===== config.mk =====
export PLATFORM = sky130hd
export DESIGN_NAME = acc_device_flat
export DESIGN_NICKNAME = d
export VERILOG_FILES = /design/src/acc_pkg.sv /design/src/acc_link_if.sv /design/src/acc_sync.sv /design/src/acc_device.sv /design/src/flat_wrapper.sv
export SDC_FILE = /design/constraint.sdc
export NUM_CORES = 1
export LEC_CHECK = 0
export BUFFER_PORTS_ARGS = -buffer_cell sky130_fd_sc_hd__clkbuf_2
export CORE_UTILIZATION = 63
export CTS_CLUSTER_DIAMETER = 120
export DETAILED_ROUTE_END_ITERATION = 8
export PLACE_DENSITY = 0.85
export SETUP_SLACK_MARGIN = 0.1
export SLEW_MARGIN = 15
export SYNTH_ARGS = -nofsm -noshare
export SYNTH_HDL_FRONTEND = slang
export SYNTH_HIERARCHICAL = 1
export SYNTH_SLANG_ARGS = --single-unit

===== constraint.sdc =====
create_clock -name clk -period 5.25 [get_ports clk]
set_input_delay 0.525 -clock clk [delete_from_list [all_inputs] [get_ports clk]]
set_output_delay 0.525 -clock clk [all_outputs]
set_load 0.01 [all_outputs]

===== src/acc_pkg.sv =====
package acc_pkg;
  localparam int unsigned CLK_MHZ            = 250;
  localparam int unsigned CONV_TIME_NS       = 4000;
  localparam int unsigned CONV_CYCLES        = (CONV_TIME_NS * CLK_MHZ) / 1000;
  localparam int unsigned POWER_DOWN_REQUEST_N_RECOVER_US    = 100;
  localparam int unsigned POWER_DOWN_REQUEST_N_RECOVER_CYC   = POWER_DOWN_REQUEST_N_RECOVER_US * CLK_MHZ;
  localparam int unsigned SHDN_RECOVER_MS    = 13;
  localparam int unsigned SHDN_RECOVER_CYC   = SHDN_RECOVER_MS * 1000 * CLK_MHZ;
  localparam int unsigned SET_SKEW_NS        = 500;
  localparam int unsigned SET_SKEW_CYC       = (SET_SKEW_NS * CLK_MHZ) / 1000;
  localparam int unsigned RESET_PULSE_CYC    = 4;
  localparam int unsigned CH_COUNT           = 8;
  localparam int unsigned SET_A_MASK_LSB     = 0;
  localparam int unsigned SET_B_MASK_LSB     = 4;
  localparam int unsigned SET_WIDTH          = 4;
  localparam int unsigned SAMPLE_W           = 16;
  localparam logic [1:0] IF_PARALLEL         = 2'h0;
  localparam logic [1:0] IF_SERIAL           = 2'h1;
  localparam logic [1:0] IF_BYTE             = 2'h3;
  // Avalon register map of the host controller
  localparam logic [3:0] REG_CTRL            = 4'h0;
  localparam logic [3:0] REG_STATUS          = 4'h4;
  localparam logic [3:0] REG_SKEW            = 4'h8;
  localparam int unsigned CTRL_POWER_DOWN_REQUEST_N_N        = 0;
  localparam int unsigned CTRL_RANGE         = 1;
  localparam int unsigned CTRL_IF_SEL        = 2;
  localparam int unsigned CTRL_BYTE_SEL      = 3;
  localparam int unsigned CTRL_SPLIT         = 4;
  localparam int unsigned CTRL_CONVERT       = 5;
  localparam int unsigned CTRL_RESET         = 6;
  localparam logic [31:0] CTRL_RESET_VALUE   = 32'h0000_0003;
  localparam logic [31:0] SKEW_RESET_VALUE   = 32'h0000_0010;
  typedef enum logic [2:0] {ACC_OFF, ACC_SHDN, ACC_POWER_DOWN_REQUEST_N, ACC_WAKE, ACC_IDLE, ACC_CONV} acc_state_e;
  typedef enum logic [2:0] {ACH_IDLE, ACH_RST, ACH_TRIG_A, ACH_GAP, ACH_TRIG_B, ACH_WAIT} ach_state_e;
endpackage


===== src/acc_link_if.sv =====
`timescale 1ns/1ps
interface acc_link_if;
  logic power_down_request_n;
  logic range;
  logic adc_reset;
  logic sample_trigger_a;
  logic sample_trigger_b;
  logic interface_select;
  logic byte_mode_select;
  logic busy;
  modport device (input power_down_request_n, range, adc_reset, sample_trigger_a, sample_trigger_b,
                  interface_select, byte_mode_select, output busy);
  modport host   (output power_down_request_n, range, adc_reset, sample_trigger_a, sample_trigger_b,
                  interface_select, byte_mode_select, input busy);
endinterface


===== src/acc_sync.sv =====
`timescale 1ns/1ps
module acc_sync #(
  parameter int unsigned W = 1
) (
  input  wire logic         clk,
  input  wire logic         rst,
  input  wire logic [W-1:0] d,
  output logic      [W-1:0] q
);
  typedef struct packed {
    logic [W-1:0] s1;
    logic [W-1:0] s2;
    logic [W-1:0] s3;
    logic [W-1:0] q;
  } acc_sync_s;
  acc_sync_s r;
  acc_sync_s next_r;
  always_comb begin
    next_r    = r;
    next_r.s1 = d;
    next_r.s2 = r.s1;
    next_r.s3 = r.s2;
    // A change counts only once stages two and three agree
    for (int i = 0; i < W; i++) begin
      if (r.s2[i] == r.s3[i]) begin
        next_r.q[i] = r.s3[i];
      end
    end
  end
  always_ff @(posedge clk) begin
    if (rst) begin
      r <= '0;
    end else begin
      r <= next_r;
    end
  end
  assign q = r.q;
endmodule


===== src/acc_device.sv =====
`timescale 1ns/1ps
// Operation
// RL1: High request pin runs normal, low powers down
// RL2: Power-down: range high standby, low shutdown
// RL3: Standby keeps reference, wake about 100 us
// RL4: Shutdown powers everything, wake about 13 ms
// RL5: Host waits wake time, then resets
// RL6: Host resets after supplies come up
// RL7: Common trigger holds all channels together
// RL8: Busy brackets whole internal conversion
// RL9: Busy fall returns holds to track
// RL10: Results readable after busy falls
// RL11: Host splits sets only without oversampling
// RL12: Trigger A holds set one, B two
// RL13: Split: busy rises on later edge
// RL14: Host keeps set skew within limit
// RL15: Readout identical for common or split
// RL16: Every channel converted and read out
// RL17: Straps choose parallel, serial or byte
// RL18: Range selects 10 V or 5 V span
// RL19: Full conversion lasts 4 us
// RL20: Previous results readable while busy
// RL21: Trigger edge ignored while busy high
module acc_device
  import acc_pkg::*;
#(
  parameter int unsigned CONV_CYC   = CONV_CYCLES,
  parameter int unsigned POWER_DOWN_REQUEST_N_CYC   = POWER_DOWN_REQUEST_N_RECOVER_CYC,
  parameter int unsigned SHDN_CYC   = SHDN_RECOVER_CYC,
  parameter int unsigned CHANNELS   = CH_COUNT
) (
  input  wire logic                  clk,
  input  wire logic                  rst,
  acc_link_if.device                 link,
  output logic [CHANNELS-1:0]        hold,
  output logic [1:0]                 interface_mode,
  output logic                       span_10v,
  output logic                       ready,
  output logic                       results_valid,
  output logic [31:0]                conversion_count
);
  localparam int unsigned WAKE_MAX = (SHDN_CYC > POWER_DOWN_REQUEST_N_CYC) ? SHDN_CYC : POWER_DOWN_REQUEST_N_CYC;
  localparam int unsigned CNT_MAX  = (WAKE_MAX > CONV_CYC) ? WAKE_MAX : CONV_CYC;
  localparam int unsigned CNT_W    = $clog2(CNT_MAX + 1);
  localparam int unsigned HALF  = CHANNELS / 2;

  // Every link pin is asynchronous here; a one-cycle pulse is filtered out
  logic [6:0] pins;
  acc_sync #(.W(7)) u_sync (
    .clk (clk),
    .rst (rst),
    .d   ({link.power_down_request_n, link.range, link.adc_reset, link.sample_trigger_a,
           link.sample_trigger_b, link.interface_select, link.byte_mode_select}),
    .q   (pins)
  );
  wire power_down_request_n_n = pins[6];
  wire rng    = pins[5];
  wire arst   = pins[4];
  wire trg_a  = pins[3];
  wire trg_b  = pins[2];
  wire if_sel = pins[1];
  wire by_sel = pins[0];
  // Parallel 00, serial 10, byte 11; the byte strap alone leaves parallel
  wire [1:0] strap_mode = {if_sel, if_sel & by_sel};

  // Whole device state, registered in one place
  typedef struct packed {
    acc_state_e          st;
    logic [CNT_W-1:0]    cnt;
    logic                prev_a;
    logic                prev_b;
    logic                got_a;
    logic                got_b;
    logic                was_shdn;
    logic [CHANNELS-1:0] hold;
    logic [1:0]          mode;
    logic                span;
    logic                busy;
    logic                ready;
    logic                valid;
    logic [31:0]         count;
  } acc_dev_s;
  acc_dev_s r;
  acc_dev_s next_r;

  always_comb begin
    logic rise_a;
    logic rise_b;
    rise_a        = 1'b0;
    rise_b        = 1'b0;
    next_r        = r;
    next_r.prev_a = trg_a;
    next_r.prev_b = trg_b;
    rise_a        = trg_a & ~r.prev_a;
    rise_b        = trg_b & ~r.prev_b;

    if (r.cnt != '0) begin
      next_r.cnt = r.cnt - CNT_W'(1);
    end
    next_r.span = rng; // RL18
    case (r.st)
      ACC_OFF: begin
        // Nothing is usable until the host resets the part
        next_r.ready = 1'b0;
        if (arst) begin
          next_r.st    = ACC_IDLE; // RL6
          next_r.mode  = strap_mode; // RL17
          next_r.hold  = '0;
          next_r.got_a = 1'b0;
          next_r.got_b = 1'b0;
        end
      end

      ACC_SHDN, ACC_POWER_DOWN_REQUEST_N: begin
        // Holds are released; nothing samples while powered down
        next_r.ready = 1'b0;
        next_r.hold  = '0;
        if (power_down_request_n_n) begin // RL1
          next_r.st  = ACC_WAKE;
          next_r.was_shdn = (r.st == ACC_SHDN);
          next_r.cnt = (r.st == ACC_SHDN) ? CNT_W'(SHDN_CYC) : CNT_W'(POWER_DOWN_REQUEST_N_CYC); // RL3 RL4
        end
      end

      ACC_WAKE: begin
        // Dropping the request mid-wake restarts the power-down
        if (!power_down_request_n_n) begin
          next_r.st = rng ? ACC_POWER_DOWN_REQUEST_N : ACC_SHDN; // RL2
        end else if (r.cnt == '0) begin
          // A shutdown loses its configuration, so a reset must follow
          next_r.st = r.was_shdn ? ACC_OFF : ACC_IDLE; // RL5
          next_r.ready = ~r.was_shdn;
        end
      end

      ACC_IDLE: begin
        next_r.ready = 1'b1;
        if (!power_down_request_n_n) begin
          next_r.st    = rng ? ACC_POWER_DOWN_REQUEST_N : ACC_SHDN; // RL1 RL2
          next_r.ready = 1'b0;
          // A half-armed split trigger must not survive power-down
          next_r.got_a = 1'b0;
          next_r.got_b = 1'b0;
        end else begin
          if (rise_a) begin
            next_r.got_a = 1'b1;
            next_r.hold[HALF-1:0] = '1; // RL7 RL12
          end
          if (rise_b) begin
            next_r.got_b = 1'b1;
            next_r.hold[CHANNELS-1:HALF] = '1; // RL7 RL12
          end
          if ((r.got_a | rise_a) & (r.got_b | rise_b)) begin
            // Starts on the later edge, or the shared one
            next_r.st    = ACC_CONV; // RL13 RL15
            next_r.busy  = 1'b1; // RL8
            next_r.cnt   = CNT_W'(CONV_CYC); // RL19
            next_r.got_a = 1'b0;
            next_r.got_b = 1'b0;
          end
        end
      end

      ACC_CONV: begin
        // Edges during busy are dropped, not queued
        if (r.cnt == CNT_W'(1)) begin // RL21
          next_r.st    = ACC_IDLE;
          next_r.busy  = 1'b0; // RL8
          next_r.hold  = '0; // RL9
          // Results stay readable while the next conversion runs
          next_r.valid = 1'b1; // RL10 RL20
          next_r.count = r.count + 32'h1; // RL16
        end
      end

      default: next_r.st = ACC_OFF;
    endcase
    // A reset while powered down is ignored: there is no core to set up
    if (arst && r.st != ACC_OFF && r.st != ACC_SHDN && r.st != ACC_POWER_DOWN_REQUEST_N) begin
      next_r.st    = ACC_IDLE;
      next_r.mode  = strap_mode; // RL17
      next_r.busy  = 1'b0;
      next_r.hold  = '0;
      next_r.got_a = 1'b0;
      next_r.got_b = 1'b0;
      next_r.cnt   = '0;
    end
  end

  // Reset leaves the part in OFF until the host pulses its reset pin
  always_ff @(posedge clk) begin
    if (rst) begin
      r <= '0;
    end else begin
      r <= next_r;
    end
  end

  assign link.busy        = r.busy;
  assign hold             = r.hold;
  assign interface_mode   = r.mode;
  assign span_10v         = r.span;
  assign ready            = r.ready;
  assign results_valid    = r.valid;
  assign conversion_count = r.count;
endmodule


===== src/flat_wrapper.sv =====
// flat-port wrapper written by rule: the top's interface ports become plain ports
module acc_device_flat import acc_pkg::*;
#(
  parameter int unsigned CONV_CYC   = CONV_CYCLES,
  parameter int unsigned POWER_DOWN_REQUEST_N_CYC   = POWER_DOWN_REQUEST_N_RECOVER_CYC,
  parameter int unsigned SHDN_CYC   = SHDN_RECOVER_CYC,
  parameter int unsigned CHANNELS   = CH_COUNT
)
  (clk, rst, hold, interface_mode, span_10v, ready, results_valid, conversion_count, link_power_down_request_n, link_range, link_adc_reset, link_sample_trigger_a, link_sample_trigger_b, link_interface_select, link_byte_mode_select, link_busy);
  acc_link_if link_i ();
  input  wire logic clk;
  input  wire logic rst;
  output logic [CHANNELS-1:0] hold;
  output logic [1:0] interface_mode;
  output logic span_10v;
  output logic ready;
  output logic results_valid;
  output logic [31:0] conversion_count;
  input wire logic [$bits(link_i.power_down_request_n)-1:0] link_power_down_request_n;
  input wire logic [$bits(link_i.range)-1:0] link_range;
  input wire logic [$bits(link_i.adc_reset)-1:0] link_adc_reset;
  input wire logic [$bits(link_i.sample_trigger_a)-1:0] link_sample_trigger_a;
  input wire logic [$bits(link_i.sample_trigger_b)-1:0] link_sample_trigger_b;
  input wire logic [$bits(link_i.interface_select)-1:0] link_interface_select;
  input wire logic [$bits(link_i.byte_mode_select)-1:0] link_byte_mode_select;
  output wire logic [$bits(link_i.busy)-1:0] link_busy;
  assign link_i.power_down_request_n = link_power_down_request_n;
  assign link_i.range = link_range;
  assign link_i.adc_reset = link_adc_reset;
  assign link_i.sample_trigger_a = link_sample_trigger_a;
  assign link_i.sample_trigger_b = link_sample_trigger_b;
  assign link_i.interface_select = link_interface_select;
  assign link_i.byte_mode_select = link_byte_mode_select;
  assign link_busy = link_i.busy;
  acc_device #(.CONV_CYC(CONV_CYC), .POWER_DOWN_REQUEST_N_CYC(POWER_DOWN_REQUEST_N_CYC), .SHDN_CYC(SHDN_CYC), .CHANNELS(CHANNELS)) u_core (.clk(clk), .rst(rst), .link(link_i), .hold(hold), .interface_mode(interface_mode), .span_10v(span_10v), .ready(ready), .results_valid(results_valid), .conversion_count(conversion_count));
endmodule

# Word level (Yosys, flattened, before mapping)
# Index checks and enable logic that the tools add are counted.
# Widths: inputs -> output; s select.
[classes] eq_ne=33 n_mux=37 addsub=2 n_reduce_logical=27 bitwise_logic=9
[ops] op="$mux 25" n=3
[ops] op="$mux 22" n=3
[ops] op="$pmux 22 s2" n=1
[ops] op="$add 32x1->32 const B" n=1
[ops] op="$pmux 8 s4" n=1
[ops] op="$eq 22x1->1 const B" n=1
[ops] op="$logic_not 22->1" n=1
[ops] op="$reduce_bool 22->1" n=1
[ops] op="$sub 22x1->22 const B" n=1
[ops] op="$reduce_and 5->1" n=4
[ops] op="$mux 3" n=6
[ops] op="$mux 8" n=2
[ops] op="$ne 4x2->1 const B" n=4
[ops] op="$ne 3x2->1 const B" n=5
[ops] op="$pmux 3 s5" n=1
[ops] op="$mux 2" n=6
[ops] op="$mux 10" n=1
[ops] op="$ne 2x1->1 const B" n=5
[ops] op="$reduce_and 3->1" n=3
[ops] op="$mux 1" n=8
[ops] op="$mux 4" n=2
[ops] op="$ne 2x2->1 const B" n=4
[ops] op="$reduce_bool 2->1" n=4
[ops] op="$eq 1x1->1" n=7
[ops] op="18 further kinds" n=33
[totals] ff_bits=104 output_inout_bits=46 wordCells=134 in_bits=9

# Logic depth before layout (Yosys ltp)
# Gate-level depths: netlist of run 1.
[logic_depth] ltp_word=8 depth_mapped=9 mapped_depth_nobuf=7

# Hierarchy
# The synthesis of run 1 kept the hierarchy.
[modules_own_cells] module="acc_device" instances=1 cells_per_inst=521 seq_area_each_um2=1401.3 area_each_um2=4125.2
[modules_own_cells] module="acc_sync" instances=1 cells_per_inst=80 seq_area_each_um2=560.5 area_each_um2=965.9

# Least setup slack after synthesis of run 1
# Ideal clock, no wire load.
[synth_path] kind="register to register" from="register u_core/r[68] in the netlist's numbering" to="register u_core.r, in the netlist u_core/conversion_count[30]" path_stages_with_launch=7 arrival_time_ns=2.566 path_buffers=1 setup_time_ns=0.123 synth_period_minus_slack_ns=2.689 required_ns=5.127 setup_slack_ns=2.561 cell_sequence="dfxtp_1 -> or4_4 -> or4_1 -> buf_2 -> or4_4 -> nor3_1 -> mux2_1"
[synth_between] elab_chain_cells=2
[synth_lines] element="from (decl)" line_no="acc_device.sv:83" rtl="acc_dev_s r;"
[synth_lines] element="from (signal assigned)" line_no="acc_device.sv:195" rtl="r <= next_r;"
[synth_lines] element="$eq 22x1->1" line_no="acc_device.sv:166" rtl="if (r.cnt == CNT_W'(1)) begin"
[synth_lines] element="$reduce_and 2->1 (no line)"
# No other way between the ends.
# A chain may end at the register's enable or synchronous reset.

# Final worst setup path of run 1
[layout_path] from="register u_core/r[62] in the netlist's numbering" to="register u_core.r, in the netlist u_core/conversion_count[14]"
# The elaborated chain is that of the path after synthesis.

==> impl_metrics.xml, run 1 <==
<?xml version="1.0" encoding="UTF-8"?>
<metrics>
  <group name="power_and_ir_drop">
    <metric name="leakage" unit="nW">1.86</metric>
    <metric name="internal_power" unit="mW">1.33</metric>
    <metric name="power_per_cell_area" unit="nW/um^2">395</metric>
    <metric name="clock_network_fraction_of_total_power" unit="%">26.9</metric>
    <metric name="total_switching_power" unit="mW">0.741</metric>
    <metric name="post-layout-total-power" unit="mW">2.07</metric>
    <metric name="netSwitchingFraction" unit="%">35.9</metric>
    <metric name="vdd_drop_max" unit="uV">225</metric>
    <metric name="p_seq_share" unit="%">42.5</metric>
    <metric name="power_frac_comb" unit="%">30.6</metric>
  </group>
  <group name="grt">
    <metric name="grt.met3_usage" unit="%">7.05</metric>
    <metric name="maximum_number_of_pins_on_one_net_before_global_route_repair" unit="">75</metric>
    <metric name="global_route.usage.total" unit="%">25.5</metric>
    <metric name="antenna_found_initial" unit="">0</metric>
    <metric name="globalRouteMet2Util" unit="%">40.3</metric>
    <metric name="first_global_vias" unit="">3698</metric>
    <metric name="gr-usage-met1" unit="%">34.0</metric>
    <metric name="globalRoute.busiestLayer" unit="">met2</metric>
    <metric name="global_route_wire_length_before_repair" unit="mm">17.3</metric>
    <metric name="grt_remaining_overflow" unit="">0</metric>
  </group>
  <group name="floorplanning">
    <metric name="start_util" unit="%">65.5</metric>
    <metric name="count_of_standard_cell_rows" unit="">32</metric>
    <metric name="chipHeight" unit="um">91.9</metric>
    <metric name="fp.dieW" unit="um">91.9</metric>
    <metric name="num_io_pins" unit="">55</metric>
    <metric name="floorplan.die_area" unit="sq um">8440</metric>
    <metric name="core_region_area" unit="sq um">7770</metric>
  </group>
  <group name="timing">
    <metric name="finalHoldViolCount" unit="">0</metric>
    <metric name="timing.fmax" unit="MHz">294</metric>
    <metric name="finalSetupViolCount" unit="">0</metric>
    <metric name="grt_setup_unrepaired" unit="">no</metric>
    <metric name="slew-limit-headroom" unit="%">24.6</metric>
    <metric name="tns" unit="ns">0</metric>
    <metric name="period_share" unit="%">64.9</metric>
    <metric name="max_slew.worst_pin.slew" unit="ns">1.12</metric>
    <metric name="min_period" unit="ns">3.41</metric>
    <metric name="slew_viol_final" unit="">0</metric>
    <metric name="fin_worst_skew" unit="ns">0.0114</metric>
  </group>
  <group name="setup_path">
    <metric name="worstPathMaxFanout" unit="">28</metric>
    <metric name="cp_num_buf_inv" unit="">0</metric>
    <metric name="worst_ep_required_time" unit="ns">5.55</metric>
    <metric name="cpPeakStageDelay" unit="ns">0.92</metric>
    <metric name="critical_path.slowest_cell" unit="">sky130_fd_sc_hd__or4b_2</metric>
    <metric name="worst-endpoint-arrival" unit="ns">3.71</metric>
    <metric name="worstSetupPathType" unit="">register to register</metric>
    <metric name="cp-start-kind" unit="">register</metric>
    <metric name="timing.critical_path.cells" unit="">or4_1 &gt; nor4bb_1 &gt; nand4_1 &gt; or4b_2 &gt; a21oi_1</metric>
    <metric name="setup.worst_path.end_class" unit="">register</metric>
    <metric name="critical_path.top_delay_family" unit="">simple AND/OR/NAND/NOR gates</metric>
  </group>
  <group name="flow_run">
    <metric name="drv.max_cap_violation_count" unit="">0</metric>
  </group>
  <group name="synthesis">
    <metric name="mappedNetlistNets" unit="">613</metric>
    <metric name="post_synth_most_frequent_cells" unit="">sky130_fd_sc_hd__dfxtp_1 (98), sky130_fd_sc_hd__buf_4 (49), sky130_fd_sc_hd__nor2_1 (41)</metric>
    <metric name="synth-edff-count" unit="">0</metric>
    <metric name="post_synthesis_cell_area" unit="sq um">5090</metric>
    <metric name="async_flop_share" unit="%">0</metric>
    <metric name="post-synth-top-count-cell" unit="">sky130_fd_sc_hd__dfxtp_1</metric>
    <metric name="synth.yosys.seq_area_share" unit="%">38.5</metric>
    <metric name="ys_types" unit="">60</metric>
    <metric name="synth.area.top_cells" unit="">sky130_fd_sc_hd__dfxtp_1 (39%), sky130_fd_sc_hd__buf_4 (7.2%), sky130_fd_sc_hd__a21oi_1 (3.9%)</metric>
    <metric name="syn-instance-count" unit="">601</metric>
    <metric name="synth_area_per_cell" unit="sq um">8.47</metric>
    <metric name="netlist.top_cell.by_area" unit="">sky130_fd_sc_hd__dfxtp_1</metric>
    <metric name="ys_seq_elements" unit="">98</metric>
    <metric name="synth_largest_type_area_fraction" unit="%">38.5</metric>
    <metric name="ys_warn_count" unit="">6</metric>
    <metric name="synth_ff_type" unit="">sky130_fd_sc_hd__dfxtp_1</metric>
  </group>
  <group name="layout">
    <metric name="num_antenna_cells" unit="">0</metric>
    <metric name="layout-drive-gt1-share" unit="%">17.9</metric>
    <metric name="fin_nets" unit="">605</metric>
    <metric name="final.fill_count" unit="">630</metric>
    <metric name="syn2layout_area_growth" unit="%">2.78</metric>
  </group>
  <group name="routing">
    <metric name="detail_route.drc_violations" unit="">0</metric>
    <metric name="antenna_violating_nets_post_route" unit="">0</metric>
    <metric name="wl_per_cell" unit="um">15.0</metric>
    <metric name="detail_route.vias_per_cell" unit="">6.22</metric>
    <metric name="drt_first_pass_iters" unit="">5</metric>
    <metric name="drtIter0Drc" unit="">294</metric>
    <metric name="postRouteWirelength" unit="mm">10.5</metric>
    <metric name="vias_post_dr" unit="">4354</metric>
  </group>
  <group name="placement">
    <metric name="hpwl" unit="mm">7.40</metric>
    <metric name="io_buffer_count" unit="">54</metric>
    <metric name="gp_routability_congestion" unit="">0.943</metric>
  </group>
  <group name="cts">
    <metric name="tritoncts" unit="">built</metric>
    <metric name="insertion_delay" unit="ns">0.37</metric>
    <metric name="cts_htree_levels" unit="">3</metric>
    <metric name="ctsLongestPathBuffers" unit="">2</metric>
    <metric name="cts_inserted_buffers" unit="">9</metric>
    <metric name="post_cts.resized_instances" unit="">0</metric>
    <metric name="clk_root_buffer_cell" unit="">sky130_fd_sc_hd__clkbuf_8</metric>
    <metric name="post_cts_buffers" unit="">0</metric>
    <metric name="cts.reportedPaths.clkPinSlew" unit="ns">0.10</metric>
    <metric name="tritoncts_num_sinks" unit="">98</metric>
    <metric name="cts.hold.buffers_added" unit="">0</metric>
  </group>
  <group name="run_status">
    <metric name="result_of_the_run" unit="">completed</metric>
  </group>
  <group name="min_path">
    <metric name="holdCritPathClass" unit="">primary input to register</metric>
  </group>
</metrics>
layout make-up:
type / count / area (sq um) / area share [%]
Multi-Input combinational cell: 413 / 2570 / 49.1
Sequential cell: 98 / 1960 / 37.5
Timing Repair Buffer: 56 / 285 / 5.45
Tap cell: 102 / 128 / 2.44
Clock buffer: 9 / 124 / 2.37
Clock inverter: 7 / 106 / 2.03
Inverter: 15 / 56.3 / 1.08
final timing paths:
check,slack [ns],end,cells after the start,from
min reg2reg,0.45,u_core/u_sync/next_r[10]$_SDFF_PP0_,1,u_core/u_sync/next_r[17]$_SDFF_PP0_
max,1.84,u_core/conversion_count[14]$_SDFFE_PP0P_,5,u_core/r[62]$_SDFF_PP0_
min,0.35,u_core/u_sync/next_r[15]$_SDFF_PP0_,2,link_interface_select
max reg2reg,1.84,u_core/conversion_count[14]$_SDFFE_PP0P_,5,u_core/r[62]$_SDFF_PP0_
logic make-up (layout without fill, tap and decap cells):
kind of cell | count (synthesis) | in the layout | synth area share (%)
AND/OR/NAND/NOR | 249 | 249 | 28.0
AO/OA/AOI/OAI | 135 | 135 | 16.8
flip-flops | 98 | 98 | 38.5
buffers and inverters | 90 | 87 | 11.0
XOR/XNOR | 15 | 15 | 2.58
multiplexers | 11 | 11 | 2.33
adder cells (fa/ha/maj) | 3 | 3 | 0.737
state kept, by name (all words and copies together) (netlist names), 2 cells and up:
| signal | flops |
|---|---|
| u_core/conversion_count | 32 |
| u_core/r | 30 |
| u_core/u_sync/next_r | 14 |
| u_core/u_sync/q | 7 |
| u_core/u_sync/r | 7 |
| u_core/hold | 2 |
| u_core/interface_mode | 2 |
per-stage QoR:
step | hold WS (ns) | setup slack [ns] | utilization (%) | instance area, sq um | std cells
6_report | 0.347 | 1.84 | 67.4 | 5230 | 700
5_1_grt | 0.332 | 1.57 | 67.4 | 5230 | 700
4_1_cts | 0.334 | 1.86 | 67.4 | 5230 | 700
3_5_place_dp | 0.424 | 1.89 | 64.4 | 5000 | 684
3_3_place_gp | 0.415 | 2.03 | 64.4 | 5000 | 684
2_1_floorplan | 0.414 | 2.56 | - | 5090 | 601
placed cells by master, fill, tap and decap left out, types with 4 or more instances in the layout:
master / count
sky130_fd_sc_hd__a211oi_1: 6
sky130_fd_sc_hd__nor2b_4: 4
sky130_fd_sc_hd__dfxtp_1: 98
sky130_fd_sc_hd__inv_1: 15
sky130_fd_sc_hd__nor4_1: 13
sky130_fd_sc_hd__clkbuf_2: 53
sky130_fd_sc_hd__nand4_1: 12
sky130_fd_sc_hd__o31ai_1: 19
sky130_fd_sc_hd__nand2b_1: 6
sky130_fd_sc_hd__a21oi_1: 40
sky130_fd_sc_hd__or2_2: 4
sky130_fd_sc_hd__xor2_1: 5
sky130_fd_sc_hd__o21ai_0: 28
sky130_fd_sc_hd__a31oi_1: 8
sky130_fd_sc_hd__mux2_1: 4
sky130_fd_sc_hd__nand2_1: 35
sky130_fd_sc_hd__o21a_1: 5
sky130_fd_sc_hd__or4_1: 22
sky130_fd_sc_hd__nand3b_1: 4
sky130_fd_sc_hd__nor2b_2: 9
sky130_fd_sc_hd__or3_1: 8
sky130_fd_sc_hd__a21oi_2: 7
sky130_fd_sc_hd__clkbuf_8: 9
sky130_fd_sc_hd__nor2b_1: 21
sky130_fd_sc_hd__nand3_1: 27
sky130_fd_sc_hd__xnor2_1: 10
sky130_fd_sc_hd__nor3_1: 23
sky130_fd_sc_hd__nor2_1: 41
sky130_fd_sc_hd__mux2i_1: 4
sky130_fd_sc_hd__o22ai_1: 4
sky130_fd_sc_hd__and3_1: 5
power groups by stage:
stage	combinational, mW	sequential (mW)	clock, mW
2_1_floorplan	0.518	0.874	0
3_5_place_dp	0.617	0.892	0
5_1_grt	0.695	0.889	0.597
6_report	0.632	0.878	0.556
4_1_cts	0.623	0.875	0.568
3_3_place_gp	0.610	0.884	0
routing by layer:
metal  vias to the layer above  part of all wire (%)
met1                      2051                    45
met4                         0                   1.2
met5                         -                     0
met3                         9                   6.6
li1                       2124                     -
met2                       170                    47
worst reg2reg max path, cell delays in order, from the launching register on:
cell	delay, ns
sky130_fd_sc_hd__dfxtp_1	0.37
sky130_fd_sc_hd__or4_1	0.66
sky130_fd_sc_hd__nor4bb_1	0.41
sky130_fd_sc_hd__nand4_1	0.83
sky130_fd_sc_hd__or4b_2	0.93
sky130_fd_sc_hd__a21oi_1	0.15
Power figures use the tool's default switching activity.
==> run 2: changes to the inputs <==
Settings changed: ABC_AREA set to 1, CORE_UTILIZATION 63 to 59, PLACE_DENSITY 0.85 to 0.8.
Clock period 5.25 ns to 3.6 ns, I/O delays scaled along.
==> run 2 against run 1 <==
Net effect:
- clock skew rose by 0.0011 ns
- synthesized area rose by 6.0%
- register-to-register slack got worse by 0.43 ns
- cell count rose by 31%
- sequential power rose by 51%
- critical path depth rose by 3
- wire length rose by 11%
- the flow now finishes with violations (DRC)
- count of clock-buffer cells in the layout rose by 1
==> impl_metrics.xml, run 2 <==
<?xml version="1.0" encoding="UTF-8"?>
<metrics>
  <group name="run_status">
    <metric name="result_of_the_run" unit="">finished, violations left</metric>
    <metric name="violated_checks" unit="">DRC</metric>
  </group>
  <group name="grt">
    <metric name="global_route.usage.total" unit="%">25.3</metric>
    <metric name="globalRouteMet2Util" unit="%">40.0</metric>
    <metric name="gr-usage-met1" unit="%">34.5</metric>
    <metric name="maximum_number_of_pins_on_one_net_before_global_route_repair" unit="">60</metric>
    <metric name="globalRoute.busiestLayer" unit="">met2</metric>
    <metric name="first_global_vias" unit="">4387</metric>
    <metric name="grt.met3_usage" unit="%">4.75</metric>
    <metric name="grt_remaining_overflow" unit="">0</metric>
    <metric name="antenna_found_initial" unit="">0</metric>
    <metric name="global_route_wire_length_before_repair" unit="mm">19.7</metric>
  </group>
  <group name="cts">
    <metric name="ctsLongestPathBuffers" unit="">2</metric>
    <metric name="post_cts.resized_instances" unit="">0</metric>
    <metric name="cts.hold.buffers_added" unit="">0</metric>
    <metric name="insertion_delay" unit="ns">0.36</metric>
    <metric name="cts_inserted_buffers" unit="">9</metric>
    <metric name="clk_root_buffer_cell" unit="">sky130_fd_sc_hd__clkbuf_8</metric>
    <metric name="tritoncts" unit="">built</metric>
    <metric name="cts.reportedPaths.clkPinSlew" unit="ns">0.11</metric>
    <metric name="cts_htree_levels" unit="">3</metric>
    <metric name="post_cts_buffers" unit="">0</metric>
    <metric name="tritoncts_num_sinks" unit="">98</metric>
  </group>
  <group name="synthesis">
    <metric name="async_flop_share" unit="%">0</metric>
    <metric name="post-synth-top-count-cell" unit="">sky130_fd_sc_hd__nand2_1</metric>
    <metric name="ys_seq_elements" unit="">98</metric>
    <metric name="synth.area.top_cells" unit="">sky130_fd_sc_hd__dfxtp_1 (36%), sky130_fd_sc_hd__nand2_1 (15%), sky130_fd_sc_hd__nor2_1 (9.1%)</metric>
    <metric name="mappedNetlistNets" unit="">815</metric>
    <metric name="syn-instance-count" unit="">803</metric>
    <metric name="netlist.top_cell.by_area" unit="">sky130_fd_sc_hd__dfxtp_1</metric>
    <metric name="ys_types" unit="">39</metric>
    <metric name="ys_warn_count" unit="">6</metric>
    <metric name="post_synth_most_frequent_cells" unit="">sky130_fd_sc_hd__nand2_1 (214), sky130_fd_sc_hd__nor2_1 (131), sky130_fd_sc_hd__dfxtp_1 (98)</metric>
    <metric name="synth_largest_type_area_fraction" unit="%">36.3</metric>
    <metric name="synth-edff-count" unit="">0</metric>
    <metric name="synth.yosys.seq_area_share" unit="%">36.3</metric>
    <metric name="synth_ff_type" unit="">sky130_fd_sc_hd__dfxtp_1</metric>
    <metric name="synth_area_per_cell" unit="sq um">6.72</metric>
    <metric name="post_synthesis_cell_area" unit="sq um">5400</metric>
  </group>
  <group name="layout">
    <metric name="final.fill_count" unit="">821</metric>
    <metric name="fin_nets" unit="">819</metric>
    <metric name="top_library_cells_by_usage_in_the_layout_fill_and_taps_aside" unit="">sky130_fd_sc_hd__nand2_1 (214), sky130_fd_sc_hd__nor2_1 (131), sky130_fd_sc_hd__dfxtp_1 (98), sky130_fd_sc_hd__inv_1 (88), sky130_fd_sc_hd__clkbuf_2 (54)</metric>
    <metric name="layout-drive-gt1-share" unit="%">13.7</metric>
    <metric name="final_design_area_no_fill" unit="sq um">5540</metric>
    <metric name="combined_flip_flop_and_latch_cell_area" unit="sq um">1960</metric>
    <metric name="num_antenna_cells" unit="">0</metric>
    <metric name="max_ffs_per_register" unit="">32</metric>
    <metric name="multi_input_area" unit="sq um">2620</metric>
    <metric name="final_common_cell" unit="">sky130_fd_sc_hd__nand2_1</metric>
    <metric name="syn2layout_area_growth" unit="%">2.57</metric>
  </group>
  <group name="timing">
    <metric name="finalSetupViolCount" unit="">0</metric>
    <metric name="tns" unit="ns">0</metric>
    <metric name="slew_viol_final" unit="">0</metric>
    <metric name="min_period" unit="ns">2.19</metric>
    <metric name="finalHoldViolCount" unit="">0</metric>
    <metric name="fin_worst_skew" unit="ns">0.0125</metric>
    <metric name="grt_setup_unrepaired" unit="">no</metric>
    <metric name="period_share" unit="%">60.8</metric>
    <metric name="timing.fmax" unit="MHz">457</metric>
    <metric name="max_slew.worst_pin.slew" unit="ns">0.682</metric>
    <metric name="slew-limit-headroom" unit="%">54.6</metric>
  </group>
  <group name="placement">
    <metric name="gp_routability_congestion" unit="">0.959</metric>
    <metric name="hpwl" unit="mm">8.70</metric>
    <metric name="placedInstanceArea" unit="sq um">5350</metric>
    <metric name="io_buffer_count" unit="">54</metric>
  </group>
  <group name="setup_path">
    <metric name="worstSetupPathType" unit="">register to register</metric>
    <metric name="worstPathMaxFanout" unit="">29</metric>
    <metric name="cp-start-kind" unit="">register</metric>
    <metric name="worst-endpoint-arrival" unit="ns">2.41</metric>
    <metric name="worst_ep_required_time" unit="ns">3.82</metric>
    <metric name="setup.worst_path.end_class" unit="">register</metric>
  </group>
  <group name="floorplanning">
    <metric name="chipHeight" unit="um">97.7</metric>
    <metric name="num_io_pins" unit="">55</metric>
    <metric name="count_of_standard_cell_rows" unit="">34</metric>
    <metric name="fp.dieW" unit="um">97.7</metric>
    <metric name="floorplan.die_area" unit="sq um">9540</metric>
    <metric name="core_region_area" unit="sq um">8810</metric>
    <metric name="start_util" unit="%">61.3</metric>
  </group>
  <group name="routing">
    <metric name="vias_post_dr" unit="">4815</metric>
    <metric name="detail_route.vias_per_cell" unit="">5.23</metric>
    <metric name="wl_per_cell" unit="um">12.7</metric>
    <metric name="drt_first_pass_iters" unit="">7</metric>
    <metric name="antenna_violating_nets_post_route" unit="">0</metric>
    <metric name="detail_route.drc_violations" unit="">10</metric>
    <metric name="postRouteWirelength" unit="mm">11.7</metric>
    <metric name="drtIter0Drc" unit="">269</metric>
  </group>
  <group name="power_and_ir_drop">
    <metric name="leakage" unit="nW">2.32</metric>
    <metric name="power_per_cell_area" unit="nW/um^2">616</metric>
    <metric name="vdd_drop_max" unit="uV">423</metric>
  </group>
  <group name="flow_run">
    <metric name="drv.max_cap_violation_count" unit="">0</metric>
  </group>
  <group name="min_path">
    <metric name="holdCritPathClass" unit="">primary input to register</metric>
  </group>
</metrics>
## run 2: cell type report
type / instances / share of cell area [%]
Clock inverter: 6 / 0.994
Tap cell: 108 / 2.44
Sequential cell: 98 / 35.4
Multi-Input combinational cell: 549 / 47.3
Timing Repair Buffer: 55 / 5.02
Inverter: 94 / 6.37
Clock buffer: 10 / 2.49
## run 2: report_power, final
| part | internal (mW) | switching (mW) | total, mW |
|---|---|---|---|
| logic | 0.467 | 0.920 | 1.39 |
| registers | 1.21 | 0.116 | 1.33 |
| clock network | 0.284 | 0.413 | 0.697 |
## run 2: worst paths after layout
| path | cells past startpoint | endpoint | from | slack (ns) |
|---|---|---|---|---|
| hold / removal | 3 | u_core/u_sync/next_r[15]$_SDFF_PP0_ | link_interface_select | 0.17 |
| hold reg to reg | 2 | u_core/u_sync/next_r[7]$_SDFF_PP0_ | u_core/u_sync/next_r[14]$_SDFF_PP0_ | 0.40 |
| setup reg to reg | 8 | u_core/conversion_count[19]$_SDFFE_PP0P_ | u_core/r[58]$_SDFF_PP0_ | 1.41 |
| setup / recovery | 8 | u_core/conversion_count[19]$_SDFFE_PP0P_ | u_core/r[58]$_SDFF_PP0_ | 1.41 |
## run 2: through the flow
step                      cells  hold slack, ns  total power [mW]  worst slack, ns  util [%]
after floorplan             803           0.388              2.47             2.04         -
after global placement      904           0.390              2.66             1.46      60.7
after detailed placement    904           0.393              2.71             1.44      60.7
after CTS                   920           0.154              3.42             1.41      62.9
after global routing        920           0.148              3.65             1.20      62.9
final                       920           0.169              3.41             1.41      62.9
## run 2: critical path: stages, from the launching register on
cell and delay (ns):
sky130_fd_sc_hd__dfxtp_1 0.35, sky130_fd_sc_hd__nor2_1 0.15, sky130_fd_sc_hd__nand2_1 0.12, sky130_fd_sc_hd__nor2_1 0.18, sky130_fd_sc_hd__nand2_2 0.09, sky130_fd_sc_hd__nor2_4 0.52, sky130_fd_sc_hd__inv_2 0.37, sky130_fd_sc_hd__nand2_1 0.17
sky130_fd_sc_hd__a21oi_2 0.06
## run 2: cell families (layout without fill, tap and decap cells)
family / after synthesis / in the layout / share of synthesized area [%]
xor gates and xnor gates: 26 / 26 / 4.22
buffers and inverters: 156 / 165 / 15.2
DFF: 98 / 98 / 36.3
adders and majority gates: 3 / 3 / 0.695
and+or+nand+nor: 425 / 425 / 33.5
AOI/OAI and AO/OA: 95 / 95 / 10.1
## run 2: layer usage
layer | vias up | share of wire [%]
met5 | - | 0
met4 | 0 | 2.1
met3 | 23 | 6.1
met2 | 151 | 44
met1 | 2179 | 48
li1 | 2462 | -
